**src/verilog/rio_pkg.sv**
```systemverilog
// Package with the address map, mode codes, reset values and bus carrier of the RAM and I/O unit.
package rio_pkg;

   // ----------------------------------------------------------------
   // Address decode.
   // ----------------------------------------------------------------
   localparam logic [11:0] RIO_BLOCK_BASE = 12'h800;
   localparam int RIO_BLOCK_SEL_BIT = 11;
   localparam int RIO_BLOCK_GAP_BIT = 8;
   localparam int RIO_RAM_SEL_BIT = 7;
   localparam int RIO_RAM_WORDS = 128;
   localparam logic [2:0] RIO_BIT_AREA = 3'h0;
   localparam int RIO_BIT_VALUE_POS = 4;
   localparam int RIO_BIT_PORT_POS = 3;
   localparam logic [7:0] RIO_OFF_PORT_A = 8'h20;
   localparam logic [7:0] RIO_OFF_PORT_B = 8'h21;
   localparam logic [7:0] RIO_OFF_DIR_A = 8'h22;
   localparam logic [7:0] RIO_OFF_DIR_B = 8'h23;
   localparam logic [7:0] RIO_OFF_MODE = 8'h24;

   // ----------------------------------------------------------------
   // Handshake lines on port B and reset values.
   // ----------------------------------------------------------------
   localparam int RIO_HS_OUT_BIT = 6;
   localparam int RIO_HS_IN_BIT = 7;
   localparam logic [7:0] RIO_RST_BYTE = 8'h00;
   localparam int RIO_FIFO_DEPTH = 4;

   // Mode is taken from the three high bits of the mode register.
   typedef enum logic [2:0] {
      RIO_MODE_BASIC = 3'h0,
      RIO_MODE_STROBE_IN = 3'h4,
      RIO_MODE_STROBE_OUT = 3'h6,
      RIO_MODE_STROBE_TRI = 3'h7
   } rio_mode_t;

   // One processor bus request.
   typedef struct packed {
      logic rd;
      logic wr;
      logic [11:0] addr;
      logic [7:0] wdata;
   } rio_bus_req_t;

   // One port's pin drive.
   typedef struct packed {
      logic [7:0] data;
      logic [7:0] oe;
   } rio_pin_drive_t;

endpackage

```
**src/verilog/rio_unit.sv**
```systemverilog
// Combined 128-byte RAM and two 8-bit parallel ports with port A handshake modes.
//
// Notes on behaviour
// - During reset every port line is undriven and nothing operates.
// - After reset all lines are inputs, basic I/O mode, output latches zero.
// - A one in a direction register bit makes that line an output; handshake modes override the port A direction.
// - Single-bit read returns the pin level in data bit 7, others zero.
// - Single-bit read of an output line returns the value being driven.
// - Single-bit write sets the line latch to address bit 4; data ignored.
// - Whole-byte reads and writes of port A and port B are supported.
// - Mode comes from the top three bits of the mode register only.
// - In handshake modes the port B line 7 latch enables the interrupt.
// - Strobe low latches port A, raises line 6, and raises enabled interrupt.
// - In strobed input a byte read of port A clears interrupt and line 6.
// - In strobed output a byte write to port A drives line 6 low.
// - In strobed output a falling line 7 raises the enabled interrupt.
// - In tri-state output mode port A drives only while line 7 is low.
// - 128 bytes of ordinary read/write memory are provided.
// - RAM and I/O repeat in four 256-byte blocks from 800 hex.
`timescale 1ns/1ps
module rio_unit
   import rio_pkg::*;
#(
   parameter int FIFO_DEPTH = RIO_FIFO_DEPTH
) (
   input wire logic clk,
   input wire logic sys_rst,
   input wire rio_bus_req_t bus_req,
   output logic [7:0] bus_rdata,
   output logic bus_rvalid,
   output logic out_fifo_ready,
   input wire logic [7:0] port_a_in,
   output logic [7:0] port_a_out,
   output logic [7:0] port_a_oe,
   input wire logic [7:0] port_b_in,
   output logic [7:0] port_b_out,
   output logic [7:0] port_b_oe,
   output logic transfer_irq
);

   // ----------------------------------------------------------------
   // State.
   // ----------------------------------------------------------------
   logic [7:0] ram [RIO_RAM_WORDS];
   logic [7:0] latch_a;
   logic [7:0] latch_b;
   logic [7:0] port_a_direction;
   logic [7:0] port_b_direction;
   logic [7:0] handshake_mode_select;
   logic [7:0] in_latch;
   logic in_full;
   logic irq_flag;
   logic hs_in_prev;
   logic [7:0] next_latch_a;
   logic [7:0] next_latch_b;
   logic [7:0] next_port_a_direction;
   logic [7:0] next_port_b_direction;
   logic [7:0] next_handshake_mode_select;
   logic [7:0] next_in_latch;
   logic next_in_full;
   logic next_irq_flag;
   rio_pin_drive_t next_drive_a;
   rio_pin_drive_t next_drive_b;
   logic [7:0] next_rdata;
   logic next_irq;

   // ----------------------------------------------------------------
   // Decode.
   // ----------------------------------------------------------------
   rio_mode_t mode;
   logic block_hit;
   logic ram_hit;
   logic bit_hit;
   logic [7:0] off;
   logic hs_in_mode;
   logic hs_out_mode;
   logic strobe_fall;
   logic wr_byte_a;
   logic rd_byte_a;
   logic [7:0] driven_a;
   logic [7:0] driven_b;
   logic fifo_in_ready;
   logic fifo_out_valid;
   logic [7:0] fifo_out_data;
   logic fifo_pop;

   // Only address lines 11 and 8 take part, so the unit shows up at 800, A00, C00 and E00.
   assign block_hit = bus_req.addr[RIO_BLOCK_SEL_BIT] && !bus_req.addr[RIO_BLOCK_GAP_BIT];
   assign off = bus_req.addr[7:0];
   assign ram_hit = block_hit && off[RIO_RAM_SEL_BIT];
   assign bit_hit = block_hit && (off[7:5] == RIO_BIT_AREA);
   // Unknown codes in the top three bits fall back to basic I/O.
   assign mode = rio_mode_t'(handshake_mode_select[7:5]);
   assign hs_in_mode = (mode == RIO_MODE_STROBE_IN);
   assign hs_out_mode = (mode == RIO_MODE_STROBE_OUT) || (mode == RIO_MODE_STROBE_TRI);
   // Line 7 is sampled against its previous level; inputs are synchronous to clk.
   assign strobe_fall = hs_in_prev && !port_b_in[RIO_HS_IN_BIT];
   assign wr_byte_a = block_hit && bus_req.wr && (off == RIO_OFF_PORT_A);
   assign rd_byte_a = block_hit && bus_req.rd && (off == RIO_OFF_PORT_A);
   // The acknowledge edge drains one byte; a slow peripheral lets the buffer fill.
   assign fifo_pop = hs_out_mode && strobe_fall;

   // What each line shows: the driven level where enabled, otherwise the pin.
   assign driven_a = (port_a_oe & port_a_out) | (~port_a_oe & port_a_in);
   assign driven_b = (port_b_oe & port_b_out) | (~port_b_oe & port_b_in);

   // Port A bytes in an output mode queue here until acknowledged.
   rio_fifo #(
      .WIDTH(8),
      .DEPTH(FIFO_DEPTH)
   ) u_out_fifo (
      .clk(clk),
      .sys_rst(sys_rst),
      .in_valid(wr_byte_a && hs_out_mode),
      .in_ready(fifo_in_ready),
      .in_data(bus_req.wdata),
      .out_valid(fifo_out_valid),
      .out_ready(fifo_pop),
      .out_data(fifo_out_data)
   );

   // ----------------------------------------------------------------
   // Register writes and handshake flags.
   // ----------------------------------------------------------------
   always_comb begin
      next_latch_a = latch_a;
      next_latch_b = latch_b;
      next_port_a_direction = port_a_direction;
      next_port_b_direction = port_b_direction;
      next_handshake_mode_select = handshake_mode_select;
      next_in_latch = in_latch;
      next_in_full = in_full;
      next_irq_flag = irq_flag;
      if (block_hit && bus_req.wr) begin
         if (bit_hit) begin
            // The written level is address bit 4; the data lines play no part.
            if (off[RIO_BIT_PORT_POS]) begin
               next_latch_b[off[2:0]] = off[RIO_BIT_VALUE_POS];
            end else begin
               next_latch_a[off[2:0]] = off[RIO_BIT_VALUE_POS];
            end
         end
         case (off)
            RIO_OFF_PORT_A: begin
               next_latch_a = bus_req.wdata;
            end
            RIO_OFF_PORT_B: begin
               next_latch_b = bus_req.wdata;
            end
            RIO_OFF_DIR_A: begin
               next_port_a_direction = bus_req.wdata;
            end
            RIO_OFF_DIR_B: begin
               next_port_b_direction = bus_req.wdata;
            end
            RIO_OFF_MODE: begin
               next_handshake_mode_select = bus_req.wdata;
               // Writing the mode abandons a half-done input transfer; queued output bytes stay in the FIFO.
               next_in_full = 1'b0;
               next_irq_flag = 1'b0;
            end
            default: begin
               next_latch_a = next_latch_a;
            end
         endcase
      end
      // A port A access clears the interrupt; a new event in the same cycle wins.
      if (hs_in_mode && rd_byte_a) begin
         next_in_full = 1'b0;
         next_irq_flag = 1'b0;
      end
      if (hs_out_mode && wr_byte_a) begin
         next_irq_flag = 1'b0;
      end
      if (hs_in_mode && strobe_fall) begin
         next_in_latch = port_a_in;
         next_in_full = 1'b1;
         next_irq_flag = 1'b1;
      end
      if (fifo_pop && fifo_out_valid) begin
         next_irq_flag = 1'b1;
      end
   end

   // ----------------------------------------------------------------
   // Pin drive, interrupt and read data.
   // ----------------------------------------------------------------
   always_comb begin
      next_drive_a.data = latch_a;
      next_drive_a.oe = port_a_direction;
      next_drive_b.data = latch_b;
      next_drive_b.oe = port_b_direction;
      case (mode)
         RIO_MODE_STROBE_IN: begin
            next_drive_a.oe = 8'h00;
            next_drive_b.data[RIO_HS_OUT_BIT] = in_full;
         end
         RIO_MODE_STROBE_OUT: begin
            next_drive_a.data = fifo_out_data;
            next_drive_a.oe = 8'hff;
            // Low while a byte waits, high again once the last one is acknowledged.
            next_drive_b.data[RIO_HS_OUT_BIT] = !fifo_out_valid;
         end
         RIO_MODE_STROBE_TRI: begin
            next_drive_a.data = fifo_out_data;
            // The bus is released one clock after the acknowledge rises again.
            next_drive_a.oe = port_b_in[RIO_HS_IN_BIT] ? 8'h00 : 8'hff;
            next_drive_b.data[RIO_HS_OUT_BIT] = !fifo_out_valid;
         end
         default: begin
            next_drive_a.oe = port_a_direction;
         end
      endcase
      // The line 7 latch is reused as the interrupt enable while handshaking.
      next_irq = next_irq_flag && latch_b[RIO_HS_IN_BIT] && (hs_in_mode || hs_out_mode);
      next_rdata = 8'h00;
      if (block_hit && bus_req.rd) begin
         if (ram_hit) begin
            next_rdata = ram[off[6:0]];
         end else if (bit_hit) begin
            next_rdata = off[RIO_BIT_PORT_POS] ? {driven_b[off[2:0]], 7'h00}
                                               : {driven_a[off[2:0]], 7'h00};
         end else begin
            case (off)
               RIO_OFF_PORT_A: begin
                  next_rdata = hs_in_mode ? in_latch : (hs_out_mode ? fifo_out_data : driven_a);
               end
               RIO_OFF_PORT_B: begin
                  next_rdata = driven_b;
               end
               RIO_OFF_DIR_A: begin
                  next_rdata = port_a_direction;
               end
               RIO_OFF_DIR_B: begin
                  next_rdata = port_b_direction;
               end
               RIO_OFF_MODE: begin
                  next_rdata = handshake_mode_select;
               end
               default: begin
                  next_rdata = 8'h00;
               end
            endcase
         end
      end
   end

   // ----------------------------------------------------------------
   // Registers.
   // ----------------------------------------------------------------
   // Reset releases every pin and returns all latches to zero and the mode to basic I/O.
   always_ff @(posedge clk) begin
      if (sys_rst) begin
         latch_a <= RIO_RST_BYTE;
         latch_b <= RIO_RST_BYTE;
         port_a_direction <= RIO_RST_BYTE;
         port_b_direction <= RIO_RST_BYTE;
         handshake_mode_select <= RIO_RST_BYTE;
         in_latch <= RIO_RST_BYTE;
         in_full <= 1'b0;
         irq_flag <= 1'b0;
         hs_in_prev <= 1'b1;
         port_a_out <= RIO_RST_BYTE;
         port_a_oe <= 8'h00;
         port_b_out <= RIO_RST_BYTE;
         port_b_oe <= 8'h00;
         transfer_irq <= 1'b0;
         bus_rdata <= 8'h00;
         bus_rvalid <= 1'b0;
         out_fifo_ready <= 1'b0;
      end else begin
         latch_a <= next_latch_a;
         latch_b <= next_latch_b;
         port_a_direction <= next_port_a_direction;
         port_b_direction <= next_port_b_direction;
         handshake_mode_select <= next_handshake_mode_select;
         in_latch <= next_in_latch;
         in_full <= next_in_full;
         irq_flag <= next_irq_flag;
         hs_in_prev <= port_b_in[RIO_HS_IN_BIT];
         port_a_out <= next_drive_a.data;
         port_a_oe <= next_drive_a.oe;
         port_b_out <= next_drive_b.data;
         port_b_oe <= next_drive_b.oe;
         transfer_irq <= next_irq;
         bus_rdata <= next_rdata;
         bus_rvalid <= block_hit && bus_req.rd;
         out_fifo_ready <= fifo_in_ready;
      end
   end

   // RAM contents are left as they are through reset, like any plain memory.
   always_ff @(posedge clk) begin
      if (!sys_rst && ram_hit && bus_req.wr) begin
         ram[off[6:0]] <= bus_req.wdata;
      end
   end

endmodule

```
**src/verilog/rio_fifo.sv**
```systemverilog
// Small synchronous FIFO with valid and ready on both sides.
`timescale 1ns/1ps
module rio_fifo
   import rio_pkg::*;
#(
   parameter int WIDTH = 8,
   parameter int DEPTH = RIO_FIFO_DEPTH
) (
   input wire logic clk,
   input wire logic sys_rst,
   input wire logic in_valid,
   output logic in_ready,
   input wire logic [WIDTH-1:0] in_data,
   output logic out_valid,
   input wire logic out_ready,
   output logic [WIDTH-1:0] out_data
);

   localparam int PW = (DEPTH > 1) ? $clog2(DEPTH) : 1;
   localparam logic [PW:0] FULL_COUNT = (PW + 1)'(DEPTH);
   localparam logic [PW-1:0] LAST_SLOT = PW'(DEPTH - 1);

   logic [WIDTH-1:0] mem [DEPTH];
   logic [PW-1:0] rd_ptr;
   logic [PW-1:0] wr_ptr;
   logic [PW:0] count;
   logic [PW-1:0] next_rd_ptr;
   logic [PW-1:0] next_wr_ptr;
   logic [PW:0] next_count;
   logic push;
   logic pop;

   // Flags come straight from the held count, never stale.
   assign in_ready = (count != FULL_COUNT);
   assign out_valid = (count != '0);
   assign out_data = mem[rd_ptr];
   assign push = in_valid && in_ready;
   assign pop = out_valid && out_ready;

   // ----------------------------------------------------------------
   // Pointer and count update.
   // ----------------------------------------------------------------
   always_comb begin
      next_wr_ptr = wr_ptr;
      next_rd_ptr = rd_ptr;
      next_count = count;
      if (push) begin
         next_wr_ptr = (wr_ptr == LAST_SLOT) ? '0 : wr_ptr + 1'b1;
      end
      if (pop) begin
         next_rd_ptr = (rd_ptr == LAST_SLOT) ? '0 : rd_ptr + 1'b1;
      end
      if (push && !pop) begin
         next_count = count + 1'b1;
      end else if (pop && !push) begin
         next_count = count - 1'b1;
      end
   end

   // Storage has no reset; the count tracks emptiness.
   always_ff @(posedge clk) begin
      if (sys_rst) begin
         wr_ptr <= '0;
         rd_ptr <= '0;
         count <= '0;
      end else begin
         wr_ptr <= next_wr_ptr;
         rd_ptr <= next_rd_ptr;
         count <= next_count;
      end
      if (push) begin
         mem[wr_ptr] <= in_data;
      end
   end

endmodule

```
**config.mk**
```make
export PLATFORM = sky130hd
export DESIGN_NAME = rio_unit
export DESIGN_NICKNAME = d
export VERILOG_FILES = /design/src/verilog/rio_pkg.sv /design/src/verilog/rio_unit.sv /design/src/verilog/rio_fifo.sv
export SDC_FILE = /design/constraint.sdc
export NUM_CORES = 1
export LEC_CHECK = 0
export BUFFER_PORTS_ARGS = -buffer_cell sky130_fd_sc_hd__buf_2
export CORE_MARGIN = 5
export CORE_UTILIZATION = 50
export DETAILED_ROUTE_END_ITERATION = 7
export PLACE_DENSITY = 0.66
export REMOVE_ABC_BUFFERS = 1
export SYNTH_ARGS = -nofsm -noshare
export SYNTH_HDL_FRONTEND = slang
export SYNTH_SLANG_ARGS = --single-unit
```
**constraint.sdc**
```tcl
create_clock -name clk -period 7.6 [get_ports clk]
set_input_delay 1.14 -clock clk [delete_from_list [all_inputs] [get_ports clk]]
set_output_delay 1.14 -clock clk [all_outputs]
set_load 0.02 [all_outputs]
```
== Word-level counts from Yosys, hierarchy flattened ==
Memory sizes are Yosys's and may differ from the RTL's. A register that Yosys moved wholly into a read port is not among the register bits.
Cells that the tools add are included.

* Mux-type cells: 44
* Magnitude comparators: 2
* Bitwise logic cells: 9
* Eq/ne operators: 12
* $add $sub $neg: 4
* Reduce and logical (&&, ||, !) cells: 45

{| class="wikitable"
|+ Operators by type and width
! operator !! count
|-
| 8-bit 2-to-1 mux || 13
|-
| 8-bit by 6-bit == test with 1-bit output (second input constant) || 5
|-
| 8-bit case mux with 5 select lines || 1
|-
| 8-bit AND || 4
|-
| 8-bit case mux with 3 select lines || 1
|-
| 1-bit logical AND || 21
|-
| 1-bit 2-to-1 mux || 17
|-
| 8-bit bitwise mux || 2
|-
| 8-bit NOT || 2
|-
| 8-bit OR || 2
|-
| 3-bit == test (second input constant) || 3
|-
| 3-bit nonzero test || 3
|-
| 2-bit 2-to-1 mux || 4
|-
| 2-bit AND reduction || 4
|-
| 2-bit nonzero test || 4
|-
| 1-bit binary-select mux with 3-bit select || 2
|-
| 1-bit zero test || 6
|-
| 3-bit 2-to-1 mux || 2
|-
| 3-bit AND reduction || 2
|-
| 2-bit by 1-bit adder with 2-bit output (second input constant) || 2
|-
| 2-bit == test (second input constant) || 2
|-
| 3-bit by 4-bit less-than comparator with 1-bit output (second input constant) || 1
|-
| 2-bit OR reduction || 2
|-
| 3-bit by 1-bit adder with 3-bit output (second input constant) || 1
|-
| 9 further kinds || 10
|}

* Input port bits: 40
* Memories: 2
* Bits in writable memories: 1056
* Output and inout bits: 43
* Flip-flop bits (word level): 101

{| class="wikitable"
|+ Memory list
! memory !! depth !! bits a word !! read ports !! clocked after Yosys merged registers in !! write ports !! RTL line !! text
|-
| ram || 128 || 8 || 1 || 0 || 1 || rio_unit.sv:44 || <nowiki>logic [7:0] ram [RIO_RAM_WORDS];</nowiki>
|-
| u_out_fifo.mem || 4 || 8 || 1 || 1 || 1 || rio_fifo.sv:23 || <nowiki>logic [WIDTH-1:0] mem [DEPTH];</nowiki>
|}

== Depth between registers and ports, before layout ==
* Depth after elaboration: 11
* Mapped depth: 14
* Gate-level depth less buffers: 11

== Hierarchy ==
From an unflattened synthesis, not the netlist that was laid out.

* Cell total of the unflattened synthesis: 2449
* Area, all modules: 45618.8 sq um

{| class="wikitable"
|+ By module, submodules not included
! module !! instances !! cells each !! area each (sq um)
|-
| rio_unit || 1 || 2359 || 43984.7
|-
| rio_fifo || 1 || 90 || 1634.1
|}

== Least setup slack after synthesis ==
Ideal clock, no wire load.

* Kind: in2reg
* Start point: input bus_req[14] (netlist name)
* End point: register u_out_fifo.count[2]
* Path slack: 3798 ps
* Required time: 7530 ps
* Library setup time: 70 ps
* Data arrival time: 3732 ps
* Cell stages on the path: 12
* Path buffers: 1
* Cell sequence: or3b_1 -> or3_1 -> buf_2 -> nor2_8 -> nand3_1 -> a21oi_2 -> ha_1 -> inv_1 -> fa_1 -> xor2_1 -> or3_1 -> a21oi_1

* Longest elaborated chain between the ends: 7
* Elaborated cells between the ends (all ways): 9
* Classes of those cells: 1 x eq/ne; 1 x mux; 7 x reduce/logical

{| class="wikitable"
|+ RTL lines
! item !! RTL line !! text
|-
| from (decl) || rio_unit.sv:28 || <nowiki>input wire rio_bus_req_t bus_req,</nowiki>
|-
| 8-bit by 6-bit == test with 1-bit output (*) || rio_unit.sv:98 || <nowiki>assign wr_byte_a = block_hit && bus_req.wr && (off == RIO_OFF_PORT_A);</nowiki>
|-
| 1-bit logical AND (*) || rio_unit.sv:98 ||
|-
| 1-bit logical AND (*) || rio_unit.sv:114 || <nowiki>.in_valid(wr_byte_a && hs_out_mode),</nowiki>
|-
| 1-bit logical AND (*) || rio_fifo.sv:37 || <nowiki>assign push = in_valid && in_ready;</nowiki>
|-
| via u_out_fifo.push || rio_fifo.sv:30 || <nowiki>logic push;</nowiki>
|-
| 1-bit zero test || rio_fifo.sv:55 || <nowiki>end else if (pop && !push) begin</nowiki>
|-
| 1-bit logical AND || rio_fifo.sv:55 ||
|-
| 2-bit nonzero test (no line) || -- ||
|-
| to (signal assigned) || rio_fifo.sv:69 || <nowiki>count <= next_count;</nowiki>
|-
| to (decl) || rio_fifo.sv:26 || <nowiki>logic [PW:0] count;</nowiki>
|}

Mark *: on every way through the listed nets, which the timed path passes. The rest lies on a longest branch.
A chain may end at the register's enable or synchronous reset.

== Worst setup path after layout ==
* Start point: input bus_req[8] (netlist name)
* End point: register bus_rdata[0]

* Longest elaborated chain between the ends: 4
* Elaborated cells between the ends (all ways): 9
* Classes of those cells: 5 x eq/ne; 3 x mux; 1 x memory

{| class="wikitable"
|+ RTL lines
! item !! RTL line !! text
|-
| branches (longest 3 deep; another with memory 128 x 8 bit) || -- ||
|-
| 8-bit 2-to-1 mux (*) || rio_unit.sv:218 || <nowiki>if (ram_hit) begin</nowiki>
|-
| to (signal assigned) || rio_unit.sv:286 || <nowiki>bus_rdata <= next_rdata;</nowiki>
|-
| to (decl) || rio_unit.sv:29 || <nowiki>output logic [7:0] bus_rdata,</nowiki>
|}

Every way passes the cells marked *.

==> metrics.txt <==
row count 111; Reg2Reg Setup Slack 4300 ps; initial drt markers 4251; vias 28412; reg-to-reg critical path endpoint bus_rdata[3]$_SDFF_PP0_; share of layout cells above drive strength 1 15.90%; Post-Synthesis Cells 2918; synth unique cells 87; WP data arrival 5260 ps; final net count 3043; CP endpoint bus_rdata[0]$_SDFF_PP0_; WP data required 8080 ps; Synth Area per Inst 15.71 um2; gpl congestion 0.9219; Clock transition at path regs 60 ps; Antenna Nets Post-Route 0; Post-CTS Setup Inserts 0; WL final 134900 um; endpoints failing setup 0; Worst slew margin 7.034%; setup TNS 0 ps; DIE WIDTH 312.8 um; commonest non-fill, non-tap cell in the layout edfxtp_1; max reg flops 1024; Ports 83; root buffer cell clkbuf_16; synthesized flop and latch total 1159; Num CTS Buffers 112; H-tree depth 3; initial antenna violation count 5; Async S/R FF share, synth 0%; Worst setup EP type flip-flop; GRT Total Usage 26.80%; CTS tree yes; first-pass GRT wire length 193800 um; CORE AREA 91390 um2; First-pass DRT Iterations 5; CTS Hold Bufs 0; Overflow after GRT 0; hpwl dp 80420 um; Remaining DRCs 0; post_cts resized 0; Worst path max stage delay 970 ps; final core utilization 55.95%; Setup crit start bus_req[8]; hold slack 461.2 ps; Layout area overhead 11.51%; Routed WL per cell 31.54 um; Critical Path Fanout Max 73; status completed; Tcrit/Tclk final 62.97%; Final WS setup 2815 ps; Reg2Reg Launch Point ram[101][3]$_DFFE_PP_; clk sinks 1159; Slowest-stage cell, CP nor4_1; register area share after synthesis 73.66%; CP startpoint kind input pin; Final Hold Viols 0; Mapped Area 45850 um2; most frequent cells in the layout edfxtp_1, nor2_1, a21oi_1, nand2_1, a22oi_1; Vias per Instance 6.641; MaxCap Viol Count 0; Pwr Density 258.4 nW/um2; max-slew violations 0; Post-DP Area 47440 um2; Clock Skews 36.27 ps; die height 312.8 um; clk buf depth 3; Tightest Hold Check Type flip-flop to flip-flop; pin count of the biggest net entering global routing 97; Finished Cell Area 51130 um2; die area 97860 um2; crit-path cells buf_8 -> buf_4 -> nor3b_4 -> buf_4 -> a22o_1 -> a221oi_1 -> o211ai_1 -> a31o_1 -> nor4_1 -> o22ai_1; top_reg_cell synth edfxtp_1; Initial Utilization 50.17%; PortBufs 80; number of global-route vias before repair 28004; Tightest Pin Transition 1389 ps; max frequency 209.0 MHz; dpl ws 2346 ps; Leak Pwr 0.01627 uW; EDFF count, synth 1056; RSZ-0062 raised after global routing false; crit-path most repeated cell buf_4; VDD IR max 0.1931 mV; final worst path period need 4785 ps; WS Path Type input pin to flip-flop; Clk Latency, worst-skew pair 690 ps; FF-to-FF path depth 7; YS warnings 0
[power by group]
group | total, uW | switching (uW) | internal (uW)
clock | 5580 | 2370 | 3210
combinational | 681 | 501 | 179
sequential | 6950 | 1.35 | 6950
total | 13200 | 2870 | 10300
[metal layers]
metal	track usage [%]	vias up	part of all wire, %
li1	-	11726	-
met1	37.34	14348	38
met2	41.03	1960	45
met3	6.598	374	12
met4	10.89	4	4.4
met5	0	-	0.016
[synth_stat cells (12+ instances only)]
| cell | number | area, um2 |
|---|---|---|
| o2bb2ai_1 | 21 | 183.9 |
| or3_1 | 12 | 75.07 |
| a31oi_1 | 16 | 100.1 |
| o211ai_1 | 30 | 225.2 |
| inv_1 | 12 | 45.04 |
| clkbuf_1 | 89 | 334.1 |
| buf_4 | 17 | 127.6 |
| mux2_2 | 76 | 855.8 |
| a211oi_1 | 13 | 97.59 |
| nor2_1 | 218 | 818.3 |
| a221o_1 | 23 | 230.2 |
| mux2i_1 | 110 | 1101 |
| o22ai_1 | 13 | 81.33 |
| and3b_1 | 13 | 113.9 |
| o21ai_1 | 12 | 60.06 |
| o21ai_0 | 82 | 410.4 |
| buf_2 | 64 | 320.3 |
| nand3_1 | 49 | 245.2 |
| edfxtp_1 | 1056 | 31710 |
| a22o_1 | 28 | 245.2 |
| mux4_2 | 56 | 1261 |
| nor2b_1 | 28 | 175.2 |
| dfxtp_1 | 103 | 2062 |
| a21oi_1 | 192 | 960.9 |
| a221oi_1 | 73 | 639.4 |
| nand2_1 | 168 | 630.6 |
| nor3_1 | 17 | 85.08 |
| a22oi_1 | 119 | 893.4 |
[metrics by stage]
stage / power [uW] / std cells
floorplan: 7332 / 2723
global placement: 7736 / 4067
detailed placement: 7748 / 4067
CTS: 13220 / 4274
global route: 13540 / 4277
finish: 13210 / 4278
[final cells by class]
class / count / area, um2
Sequential cell: 1159 / 33770
Fill cell: 7125 / 40260
Clock inverter: 68 / 654.4
Clock buffer: 139 / 3019
Tap cell: 1186 / 1484
Multi-Input combinational cell: 1550 / 11060
Inverter: 14 / 53.80
Timing Repair Buffer: 159 / 1075
Antenna cell: 3 / 7.507
[worst max-delay path: cells and delay by family]
| family | cells | cell delay [ps] |
|---|---|---|
| simple gates | 2 | 1210 |
| buf+inv | 3 | 1520 |
| compound gates | 5 | 1210 |
[how the worst min path moves through the flow]
stage / startpoint / endpoint / slack (ps) / depth (start not counted)
6_report: handshake_mode_select[4]$_SDFFE_PP0P_ / handshake_mode_select[4]$_SDFFE_PP0P_ / 460 / 2
5_1_grt: in_latch[3]$_SDFFE_PP0P_ / in_latch[3]$_SDFFE_PP0P_ / 470 / 2
4_1_cts: in_full$_SDFFE_PP0P_ / in_full$_SDFFE_PP0P_ / 460 / 2
3_5_place_dp: in_full$_SDFFE_PP0P_ / in_full$_SDFFE_PP0P_ / 450 / 2
3_3_place_gp: in_full$_SDFFE_PP0P_ / in_full$_SDFFE_PP0P_ / 440 / 2
2_1_floorplan: in_full$_SDFFE_PP0P_ / in_full$_SDFFE_PP0P_ / 420 / 2
[logic make-up (layout without fill, tap and decap cells)]
kind of cell	after synthesis	after routing	synth area share, %
other	0	3	0
AO/OA/AOI/OAI	692	692	10.35
XOR/XNOR	2	2	0.03821
adder cells (fa/ha/maj)	7	7	0.2074
AND/OR/NAND/NOR	596	596	6.154
buffers and inverters	209	380	2.290
flip-flops	1159	1159	73.66
multiplexers	253	253	7.305
No activity file was read; power rests on OpenSTA's default activity.
